[src/inc/cpu_regs_pkg.sv]
// Constants and helpers shared by the core register file and its memory
package cpu_regs_pkg;

    // Word and accumulator widths
    localparam int          WORD_W    = 32;
    localparam int          ACC_W     = 56;
    localparam int          ADDR_W    = 4;

    // General register numbers
    localparam logic [3:0]  LINK_IDX  = 4'he;
    localparam logic [3:0]  SP_IDX    = 4'hf;
    localparam logic [3:0]  MEM_TOP   = 4'he;   // Highest index held in RAM
    localparam int          MEM_WORDS = 15;

    // Control register numbers
    localparam logic [2:0]  CR_STATUS   = 3'h0;
    localparam logic [2:0]  CR_MIRROR   = 3'h1;
    localparam logic [2:0]  CR_ISP      = 3'h2;
    localparam logic [2:0]  CR_USP      = 3'h3;
    localparam logic [2:0]  CR_SAVED_PC = 3'h6;

    // Status word field positions
    localparam int          SAVED_STACK_BIT = 16;
    localparam int          SAVED_IRQ_BIT   = 17;
    localparam int          SAVED_COND_BIT  = 23;
    localparam int          STACK_SEL_BIT   = 24;
    localparam int          IRQ_EN_BIT      = 25;
    localparam int          COND_BIT        = 31;

    // Status word implemented bits and reset values
    localparam logic [31:0] STATUS_WMASK = 32'h8383_0000;
    localparam logic [31:0] STATUS_RESET = 32'h0000_0000;
    localparam logic [31:0] WORD_ZERO = 32'h0000_0000;
    localparam logic [55:0] ACC_RESET = 56'h00_0000_0000_0000;

    // Return address alignment
    localparam logic [31:0] PC_ALIGN  = 32'hffff_fffc;

    // True when a register number names the stack pointer alias
    function automatic logic is_sp(input logic [3:0] idx);
        return idx == SP_IDX;
    endfunction

    // True when a register number is held in the register RAM
    function automatic logic in_mem(input logic [3:0] idx);
        return idx <= MEM_TOP;
    endfunction

endpackage

[src/hw/gpr_mem.sv]
// Register RAM for general registers zero to fourteen, two registered reads
`timescale 1ns/1ps
module gpr_mem (
    // Clock and reset
    input  wire logic        ref_clk_i,
    input  wire logic        rstn_i,
    // Write port
    input  wire logic        we_i,
    input  wire logic [3:0]  waddr_i,
    input  wire logic [31:0] wdata_i,
    // Read ports
    input  wire logic [3:0]  raddr_a_i,
    input  wire logic [3:0]  raddr_b_i,
    output logic      [31:0] rdata_a_o,
    output logic      [31:0] rdata_b_o
);

    typedef struct packed {
        logic [14:0][31:0] mem;
        logic [31:0]       qa;
        logic [31:0]       qb;
    } mem_state_s;

    mem_state_s st_reg;
    mem_state_s st_next;

    // Write and read; reads return the value held before a same-cycle write
    always_comb begin
        st_next = st_reg;
        if (we_i && cpu_regs_pkg::in_mem(waddr_i)) begin
            st_next.mem[waddr_i] = wdata_i;
        end
        st_next.qa = cpu_regs_pkg::in_mem(raddr_a_i) ?
                     st_reg.mem[raddr_a_i] : cpu_regs_pkg::WORD_ZERO;
        st_next.qb = cpu_regs_pkg::in_mem(raddr_b_i) ?
                     st_reg.mem[raddr_b_i] : cpu_regs_pkg::WORD_ZERO;
    end

    // State register
    always_ff @(posedge ref_clk_i or negedge rstn_i) begin
        if (!rstn_i) begin
            st_reg <= '0;
        end else begin
            st_reg <= st_next;
        end
    end

    assign rdata_a_o = st_reg.qa;
    assign rdata_b_o = st_reg.qb;

endmodule

[src/hw/cpu_register_file.sv]
// Core register file: general registers, control registers, accumulator, PC
// How it works
// - Sixteen 32-bit general registers, numbered zero to fifteen.
// - A subroutine call writes its return address into register fourteen.
// - Register fifteen is interrupt stack pointer at select 0, else user.
// - A separate 56-bit multiply-accumulate accumulator is held.
// - Program counter and control registers are all 32 bits wide.
// - Five control registers, reached by control moves; both stack pointers also through register fifteen.
// - Exception copies select, enable, condition into bits 16, 17, 23.
// - Backup bits have no promised reset value; readable and writable.
// - Status bit 24 selects the stack pointer; zero after reset.
// - Status bit 25 gates interrupt acceptance; zero after reset.
// - Status bit 31 is the condition flag, set by execution, reset to 0.
// - Condition mirror always shows the current condition flag.
// - Condition mirror is read-only; writes to it change nothing.
// - Exception saves PC to backup; return restores it, low bits 00.
`timescale 1ns/1ps
module cpu_register_file (
    // Clock and reset
    input  wire logic        ref_clk_i,
    input  wire logic        rstn_i,
    // General register reads, data one cycle later
    input  wire logic [3:0]  gpr_raddr_a_i,
    input  wire logic [3:0]  gpr_raddr_b_i,
    output logic      [31:0] gpr_rdata_a_o,
    output logic      [31:0] gpr_rdata_b_o,
    // General register write
    input  wire logic        gpr_we_i,
    input  wire logic [3:0]  gpr_waddr_i,
    input  wire logic [31:0] gpr_wdata_i,
    // Subroutine call link write
    input  wire logic        call_i,
    input  wire logic [31:0] ret_addr_i,
    // Control register moves
    input  wire logic        move_to_control_i,
    input  wire logic [2:0]  ctl_waddr_i,
    input  wire logic [31:0] ctl_wdata_i,
    input  wire logic [2:0]  ctl_raddr_i,
    output logic      [31:0] ctl_rdata_o,
    // Condition flag update from execution
    input  wire logic        cond_we_i,
    input  wire logic        cond_i,
    // Program counter
    input  wire logic        pc_we_i,
    input  wire logic [31:0] pc_wdata_i,
    output logic      [31:0] pc_o,
    // Exception entry and return
    input  wire logic        exception_interrupt_trap_i,
    input  wire logic        return_from_exception_i,
    // Interrupt gating
    input  wire logic        irq_req_i,
    output logic             irq_accept_o,
    // Accumulator
    input  wire logic        acc_we_i,
    input  wire logic [55:0] acc_wdata_i,
    output logic      [55:0] acc_o,
    // Status views
    output logic      [31:0] processor_status_word_o,
    output logic      [31:0] condition_mirror_o,
    output logic             stack_select_o,
    output logic             interrupt_accept_enable_o
);

    typedef struct packed {
        logic [31:0] status;
        logic [31:0] isp;
        logic [31:0] usp;
        logic [31:0] saved_pc;
        logic [31:0] pc;
        logic [55:0] acc;
        logic [31:0] ctl_q;
        logic [31:0] sp_a;
        logic [31:0] sp_b;
        logic        sel_sp_a;
        logic        sel_sp_b;
    } core_state_s;

    core_state_s st_reg;
    core_state_s st_next;

    logic        mem_we;
    logic [3:0]  mem_waddr;
    logic [31:0] mem_wdata;
    logic [31:0] mem_rdata_a;
    logic [31:0] mem_rdata_b;
    logic        stack_sel;
    logic [31:0] mirror_val;
    logic [31:0] sp_live;

    assign stack_sel  = st_reg.status[cpu_regs_pkg::STACK_SEL_BIT];
    assign sp_live    = stack_sel ? st_reg.usp : st_reg.isp;
    assign mirror_val = {31'h0000_0000,
                         st_reg.status[cpu_regs_pkg::COND_BIT]};

    // RAM write: a call owns the link register, stack alias stays out
    always_comb begin
        mem_we    = call_i ||
                    (gpr_we_i && !cpu_regs_pkg::is_sp(gpr_waddr_i));
        mem_waddr = call_i ? cpu_regs_pkg::LINK_IDX : gpr_waddr_i;
        mem_wdata = call_i ? ret_addr_i : gpr_wdata_i;
    end

    gpr_mem u_gpr_mem (
        .ref_clk_i (ref_clk_i),
        .rstn_i    (rstn_i),
        .we_i      (mem_we),
        .waddr_i   (mem_waddr),
        .wdata_i   (mem_wdata),
        .raddr_a_i (gpr_raddr_a_i),
        .raddr_b_i (gpr_raddr_b_i),
        .rdata_a_o (mem_rdata_a),
        .rdata_b_o (mem_rdata_b)
    );

    // Next state of control registers, PC, accumulator and read buffers
    always_comb begin
        st_next = st_reg;
        // Stack alias write through register fifteen
        if (gpr_we_i && cpu_regs_pkg::is_sp(gpr_waddr_i)) begin
            if (stack_sel) begin
                st_next.usp = gpr_wdata_i;
            end else begin
                st_next.isp = gpr_wdata_i;
            end
        end
        // Control moves; the condition mirror slot takes nothing
        if (move_to_control_i) begin
            case (ctl_waddr_i)
                cpu_regs_pkg::CR_STATUS: begin
                    st_next.status = ctl_wdata_i &
                                     cpu_regs_pkg::STATUS_WMASK;
                end
                cpu_regs_pkg::CR_ISP: begin
                    st_next.isp = ctl_wdata_i;
                end
                cpu_regs_pkg::CR_USP: begin
                    st_next.usp = ctl_wdata_i;
                end
                cpu_regs_pkg::CR_SAVED_PC: begin
                    st_next.saved_pc = ctl_wdata_i;
                end
                default: begin
                end
            endcase
        end
        // Execution updates the condition flag
        if (cond_we_i) begin
            st_next.status[cpu_regs_pkg::COND_BIT] = cond_i;
        end
        // Program counter
        if (pc_we_i) begin
            st_next.pc = pc_wdata_i;
        end
        // Return restores PC word-aligned and live bits from backup
        if (return_from_exception_i) begin
            st_next.pc = st_reg.saved_pc & cpu_regs_pkg::PC_ALIGN;
            st_next.status[cpu_regs_pkg::STACK_SEL_BIT] =
                st_reg.status[cpu_regs_pkg::SAVED_STACK_BIT];
            st_next.status[cpu_regs_pkg::IRQ_EN_BIT] =
                st_reg.status[cpu_regs_pkg::SAVED_IRQ_BIT];
            st_next.status[cpu_regs_pkg::COND_BIT] =
                st_reg.status[cpu_regs_pkg::SAVED_COND_BIT];
        end
        // Exception entry saves PC and live bits, winning over other writes
        if (exception_interrupt_trap_i) begin
            st_next.saved_pc = st_reg.pc;
            st_next.status[cpu_regs_pkg::SAVED_STACK_BIT] =
                st_reg.status[cpu_regs_pkg::STACK_SEL_BIT];
            st_next.status[cpu_regs_pkg::SAVED_IRQ_BIT] =
                st_reg.status[cpu_regs_pkg::IRQ_EN_BIT];
            st_next.status[cpu_regs_pkg::SAVED_COND_BIT] =
                st_reg.status[cpu_regs_pkg::COND_BIT];
        end
        // Accumulator
        if (acc_we_i) begin
            st_next.acc = acc_wdata_i;
        end
        // Control read, unmapped numbers return zero
        case (ctl_raddr_i)
            cpu_regs_pkg::CR_STATUS: st_next.ctl_q = st_reg.status;
            cpu_regs_pkg::CR_MIRROR: st_next.ctl_q = mirror_val;
            cpu_regs_pkg::CR_ISP: st_next.ctl_q = st_reg.isp;
            cpu_regs_pkg::CR_USP: st_next.ctl_q = st_reg.usp;
            cpu_regs_pkg::CR_SAVED_PC: st_next.ctl_q = st_reg.saved_pc;
            default:              st_next.ctl_q = cpu_regs_pkg::WORD_ZERO;
        endcase
        // Stack alias snapshots for the general read ports
        st_next.sp_a     = sp_live;
        st_next.sp_b     = sp_live;
        st_next.sel_sp_a = cpu_regs_pkg::is_sp(gpr_raddr_a_i);
        st_next.sel_sp_b = cpu_regs_pkg::is_sp(gpr_raddr_b_i);
    end

    // State register; backup bits get zero though software may not rely on it
    always_ff @(posedge ref_clk_i or negedge rstn_i) begin
        if (!rstn_i) begin
            st_reg        <= '0;
            st_reg.status <= cpu_regs_pkg::STATUS_RESET;
            st_reg.acc <= cpu_regs_pkg::ACC_RESET;
        end else begin
            st_reg <= st_next;
        end
    end

    // Outputs
    assign gpr_rdata_a_o = st_reg.sel_sp_a ? st_reg.sp_a : mem_rdata_a;
    assign gpr_rdata_b_o = st_reg.sel_sp_b ? st_reg.sp_b : mem_rdata_b;
    assign ctl_rdata_o   = st_reg.ctl_q;
    assign pc_o          = st_reg.pc;
    assign acc_o         = st_reg.acc;
    assign processor_status_word_o   = st_reg.status;
    assign condition_mirror_o        = mirror_val;
    assign stack_select_o            = stack_sel;
    assign interrupt_accept_enable_o =
        st_reg.status[cpu_regs_pkg::IRQ_EN_BIT];
    assign irq_accept_o = irq_req_i && interrupt_accept_enable_o;
endmodule

[config.mk]
export PLATFORM = sky130hd
export DESIGN_NAME = cpu_register_file
export DESIGN_NICKNAME = d
export VERILOG_FILES = /design/src/inc/cpu_regs_pkg.sv /design/src/hw/gpr_mem.sv /design/src/hw/cpu_register_file.sv
export SDC_FILE = /design/constraint.sdc
export NUM_CORES = 2
export LEC_CHECK = 0
export BUFFER_PORTS_ARGS = -buffer_cell sky130_fd_sc_hd__buf_2
export CORE_UTILIZATION = 40
export CTS_CLUSTER_DIAMETER = 80
export DETAILED_ROUTE_END_ITERATION = 8
export GPL_TIMING_DRIVEN = 0
export SETUP_SLACK_MARGIN = 0.15
export SKIP_LAST_GASP = 1
export SYNTH_ARGS = -nofsm -noshare
export SYNTH_HDL_FRONTEND = slang
export SYNTH_HIERARCHICAL = 1
export SYNTH_SLANG_ARGS = --single-unit
[constraint.sdc]
create_clock -name ref_clk_i -period 2.85 [get_ports ref_clk_i]
set_input_delay 0.285 -clock ref_clk_i [delete_from_list [all_inputs] [get_ports ref_clk_i]]
set_output_delay 0.285 -clock ref_clk_i [all_outputs]
set_load 0.02 [all_outputs]
==> flow_metrics.env <==
export IMPL_status="complete, but fails checks"
export IMPL_violations_in_the_final_reports="capacitance limit, slew limit"
export IMPL_gr_usage_all_layers_pct=27.6
export IMPL_net_switching_power_mw=11.2
export IMPL_timing_critical_path_from_type="flop"
export IMPL_final_hold_worst_slack_ns=0.0365
export IMPL_static_leakage_power_nw=24.6
export IMPL_async_reset_ff_share_pct=100
export IMPL_fin_nets=4484
export IMPL_dominant_combinational_cell_family_by_area_after_synthesis="multiplexers"
export IMPL_vias=31500
export IMPL_cp_common_cell="buf_2"
export IMPL_max_reg_flops=480
export IMPL_grt_overflow_total=0
export IMPL_worstSetupEndpointType="output port"
export IMPL_fin_worst_skew_ns=0.0337
export IMPL_synth_enable_flop_cells=0
export IMPL_cts_sink_count=800
export IMPL_post_drt_wl_per_cell_um=26.2
export IMPL_design_core_area_mm2=0.105
export IMPL_period_share_pct=92.2
export IMPL_timing_setup_critical_path_class="flop to output port"
export IMPL_synthFlopType="dfrtp_1"
export IMPL_worst_r2r_path_depth=7
export IMPL_whs_path_depth=4
export IMPL_worst_skew_pair_late_latency_ns=0.68
export IMPL_postCtsSetupBuffers=0
export IMPL_grt_max_degree=119
export IMPL_h_tree_depth=3
export IMPL_synth_cell_types=51
export IMPL_crit_path_cell_trace="clkbuf_2, buf_2, mux2_2, buf_2"
export IMPL_slew_headroom_pct=-1.97
export IMPL_first_global_vias=32200
export IMPL_crit_arrival_ns=2.34
export IMPL_postLayoutCoreUtil_pct=48.9
export IMPL_numPortBuffers=398
export IMPL_path_buf_inv=3
export IMPL_totalNegativeSetupSlack_ns=0
export IMPL_floorplan_die_height_um=328
export IMPL_clkPwrFrac_pct=34.4
export IMPL_dp_slack_ns=-0.729
export IMPL_global_route_wire_length_before_repair_mm=218
export IMPL_clkSlewWorstSetupHoldPaths_ns=0.06
export IMPL_syn_mean_instance_area_um2=12.0
export IMPL_postSynthCellCount=3547
export IMPL_io_pins=465
export IMPL_fp_dieW_um=328
export IMPL_synth_mux_area_share_pct=31.6
export IMPL_grt_antenna_before_repair=12
export IMPL_filler_cell_count=9612
export IMPL_max_vdd_ir_drop_mv=0.441
export IMPL_min_period_ns=2.63
export IMPL_cts_max_path_buffers=3
export IMPL_final_std_cells_w_o_fill=5742
export IMPL_endpoint_of_the_worst_register_to_register_path="st_reg[278]"
export IMPL_worstHoldEndpoint="st_reg[227]"
export IMPL_cts_root_buf="clkbuf_16"
export IMPL_adder_and_majority_gate_portion_of_the_synthesized_area_pct=0
export IMPL_rr_startpoint="processor_status_word_o[24]"
export IMPL_ys_seq_area_share_pct=47.2
export IMPL_floorplan_initialDensity_pct=40.3
export IMPL_origin_of_the_worst_min_delay_path="gpr_wdata_i[9]"
export IMPL_cp_slowest_cell="mux2_2"
export IMPL_power_share_combinational_pct=23.1
export IMPL_hp_class="primary input to flop"
export IMPL_fraction_of_the_mapped_netlist_area_in_compound_gates_pct=9.36
export IMPL_detailed_route_iter0_violations=2957
export IMPL_setup_ws_ns=0.223
export IMPL_synth_area_mm2=0.0424
export IMPL_critPathTopFamily="buffers and inverters"
export IMPL_worst_path_max_fanout=10
export IMPL_gpl_final_weighted_congestion=0.952
export IMPL_share_of_the_synthesized_netlist_area_taken_by_xor_and_xnor_gates_pct=0
export IMPL_drt_pass1_iter_count=6
export IMPL_final_layout_size_suffix_gt1_share_pct=38.0
export IMPL_max_clock_freq_ghz=0.381
export IMPL_totalWireLength_mm=150
export IMPL_r2r_setup_slack_ns=0.37
export IMPL_area_growth_synth_to_final_pct=21.4
export IMPL_cts_buffers=91
export IMPL_max_cap_viol_count=1
export IMPL_worst_slew_pin_slew_ns=1.51
export IMPL_synth_seq_cells=800
export IMPL_internal_power_mw=25.2
export IMPL_finalSetupViolCount=0
export IMPL_total_die_area_mm2=0.107
export IMPL_critical_path_max_stage_delay_ns=0.43
export IMPL_post_drt_via_cell_ratio=5.49
export IMPL_unrepaired_setup_endpoints_after_global_routing="false"
export IMPL_report_final_hold_viol_count=0
export IMPL_final_max_slew_viols=7
export IMPL_yosysWarnings=6
export IMPL_dpl_cell_count=5400
export IMPL_swShare_pct=30.8
export IMPL_cp_data_required_time_ns=2.57
export IMPL_cts_tree="done"
export IMPL_dpl_hpwl_mm=112
export IMPL_detail_route_drc_violations=0
export IMPL_ant_nets=0
export IMPL_synth_simple_gate_area_share_pct=3.71
export IMPL_power_per_cell_area_mw_per_mm2=708
export IMPL_floorplan_rows=119
export IMPL_seqPwrFrac_pct=42.5
stage by stage:
step	area, µm²	power, mW
after global placement	46400	23.4
final	51500	36.5
after CTS	51500	36.4
after floorplan	42600	20.5
after global routing	51500	37.9
after detailed placement	46600	23.6
worst min-delay path: stages:
cell     delay, ns
buf_2         0.11
inv_1         0.08
o31a_1        0.14
a21oi_1       0.06
cells in the mapped netlist (3+ instances only):
master / count / area share [%]
nor2b_1: 7 / 0.10
a21boi_0: 21 / 0.37
a31oi_1: 31 / 0.46
nand2_1: 157 / 1.4
or2_2: 28 / 0.41
nand3_1: 37 / 0.44
nand3b_1: 6 / 0.11
mux4_2: 13 / 0.69
dfrtp_1: 800 / 47
and2_1: 7 / 0.10
buf_6: 7 / 0.19
o31a_1: 27 / 0.56
o2bb2ai_1: 7 / 0.14
buf_4: 264 / 4.7
o211a_1: 31 / 0.73
a22o_1: 6 / 0.12
buf_2: 96 / 1.1
mux4_1: 52 / 3.2
a21boi_1: 4 / 0.071
o21ai_0: 220 / 2.6
buf_1: 22 / 0.19
mux2_2: 659 / 17
a21oi_1: 157 / 1.9
nor2_1: 76 / 0.67
a41oi_1: 5 / 0.10
nand2b_1: 5 / 0.074
inv_1: 60 / 0.53
mux2_1: 10 / 0.27
clkbuf_1: 157 / 1.4
and4_1: 3 / 0.062
mux2i_1: 420 / 9.9
a22oi_1: 127 / 2.2
what timing repair did:
item / 4_1_cts / 5_1_grt
endpoints found under the setup margin: 169 / 90
endpoints found under the hold margin: 231 / 0
hold buffers: 167 / 0
resized for setup: 15 / 5
per-layer routing:
layer	track usage (%)	part of all wire [%]	wire [µm]
met1	35.6	42	62400
met5	0	0.049	74
met3	6.58	8.1	12200
met2	44.9	47	70300
met4	10.1	3.6	5370
cell usage in the layout, fill, tap and decap left out, types with 23 or more instances in the layout:
master	n
a31oi_1	31
buf_2	496
buf_4	267
o21ai_0	215
nor2_1	76
o31a_1	27
dlygate4sd3_1	167
conb_1	57
a22oi_1	127
or2_2	28
inv_1	60
clkbuf_1	164
nand3_1	37
o211a_1	31
mux2_2	659
clkbuf_16	91
mux4_1	52
nand2_1	157
clkinv_2	23
a21oi_1	157
dfrtp_1	800
mux2i_1	420
power by group through the flow:
stage	registers, mW	logic (mW)	clock network [mW]
detailed placement	15.6	8.01	0
CTS	15.4	8.32	12.7
global placement	15.5	7.87	0
global route	15.8	8.98	13.2
floorplan	14.9	5.59	0
finish	15.5	8.40	12.6
worst max-delay path by stage:
stage,start,to,cells after the start
after global placement,rstn_i,acc_o[40],1
after floorplan,gpr_waddr_i[3],u_gpr_mem/st_reg[161],9
after global routing,st_reg[1],gpr_rdata_a_o[1],4
final,st_reg[1],gpr_rdata_a_o[2],4
after detailed placement,call_i,u_gpr_mem/st_reg[90],7
after CTS,st_reg[1],gpr_rdata_a_o[11],4
kinds of logic (layout without fill, tap and decap cells):
family                 count (synthesis)  after routing
muxes                               1154           1154
other                                  1             63
DFF                                  800            800
AOI/OAI and AO/OA                    641            641
buffers and inverters                609           1351
and+or+nand+nor                      342            342
layout make-up:
cell class              count  area, µm²  share of cell area [%]
plain buffers             549       3270                    6.36
multi-input cells        2194      19200                    37.2
flip-flops and latches    800      20000                    38.9
clock buffers             119       2540                    4.94
clock inverters            49        651                    1.26
repair buffers            574       3880                    7.54
inverters                  60        225                   0.437
well taps                1391       1740                    3.38
diodes                      6       15.0                  0.0292
(Power assumes the default switching activity.)
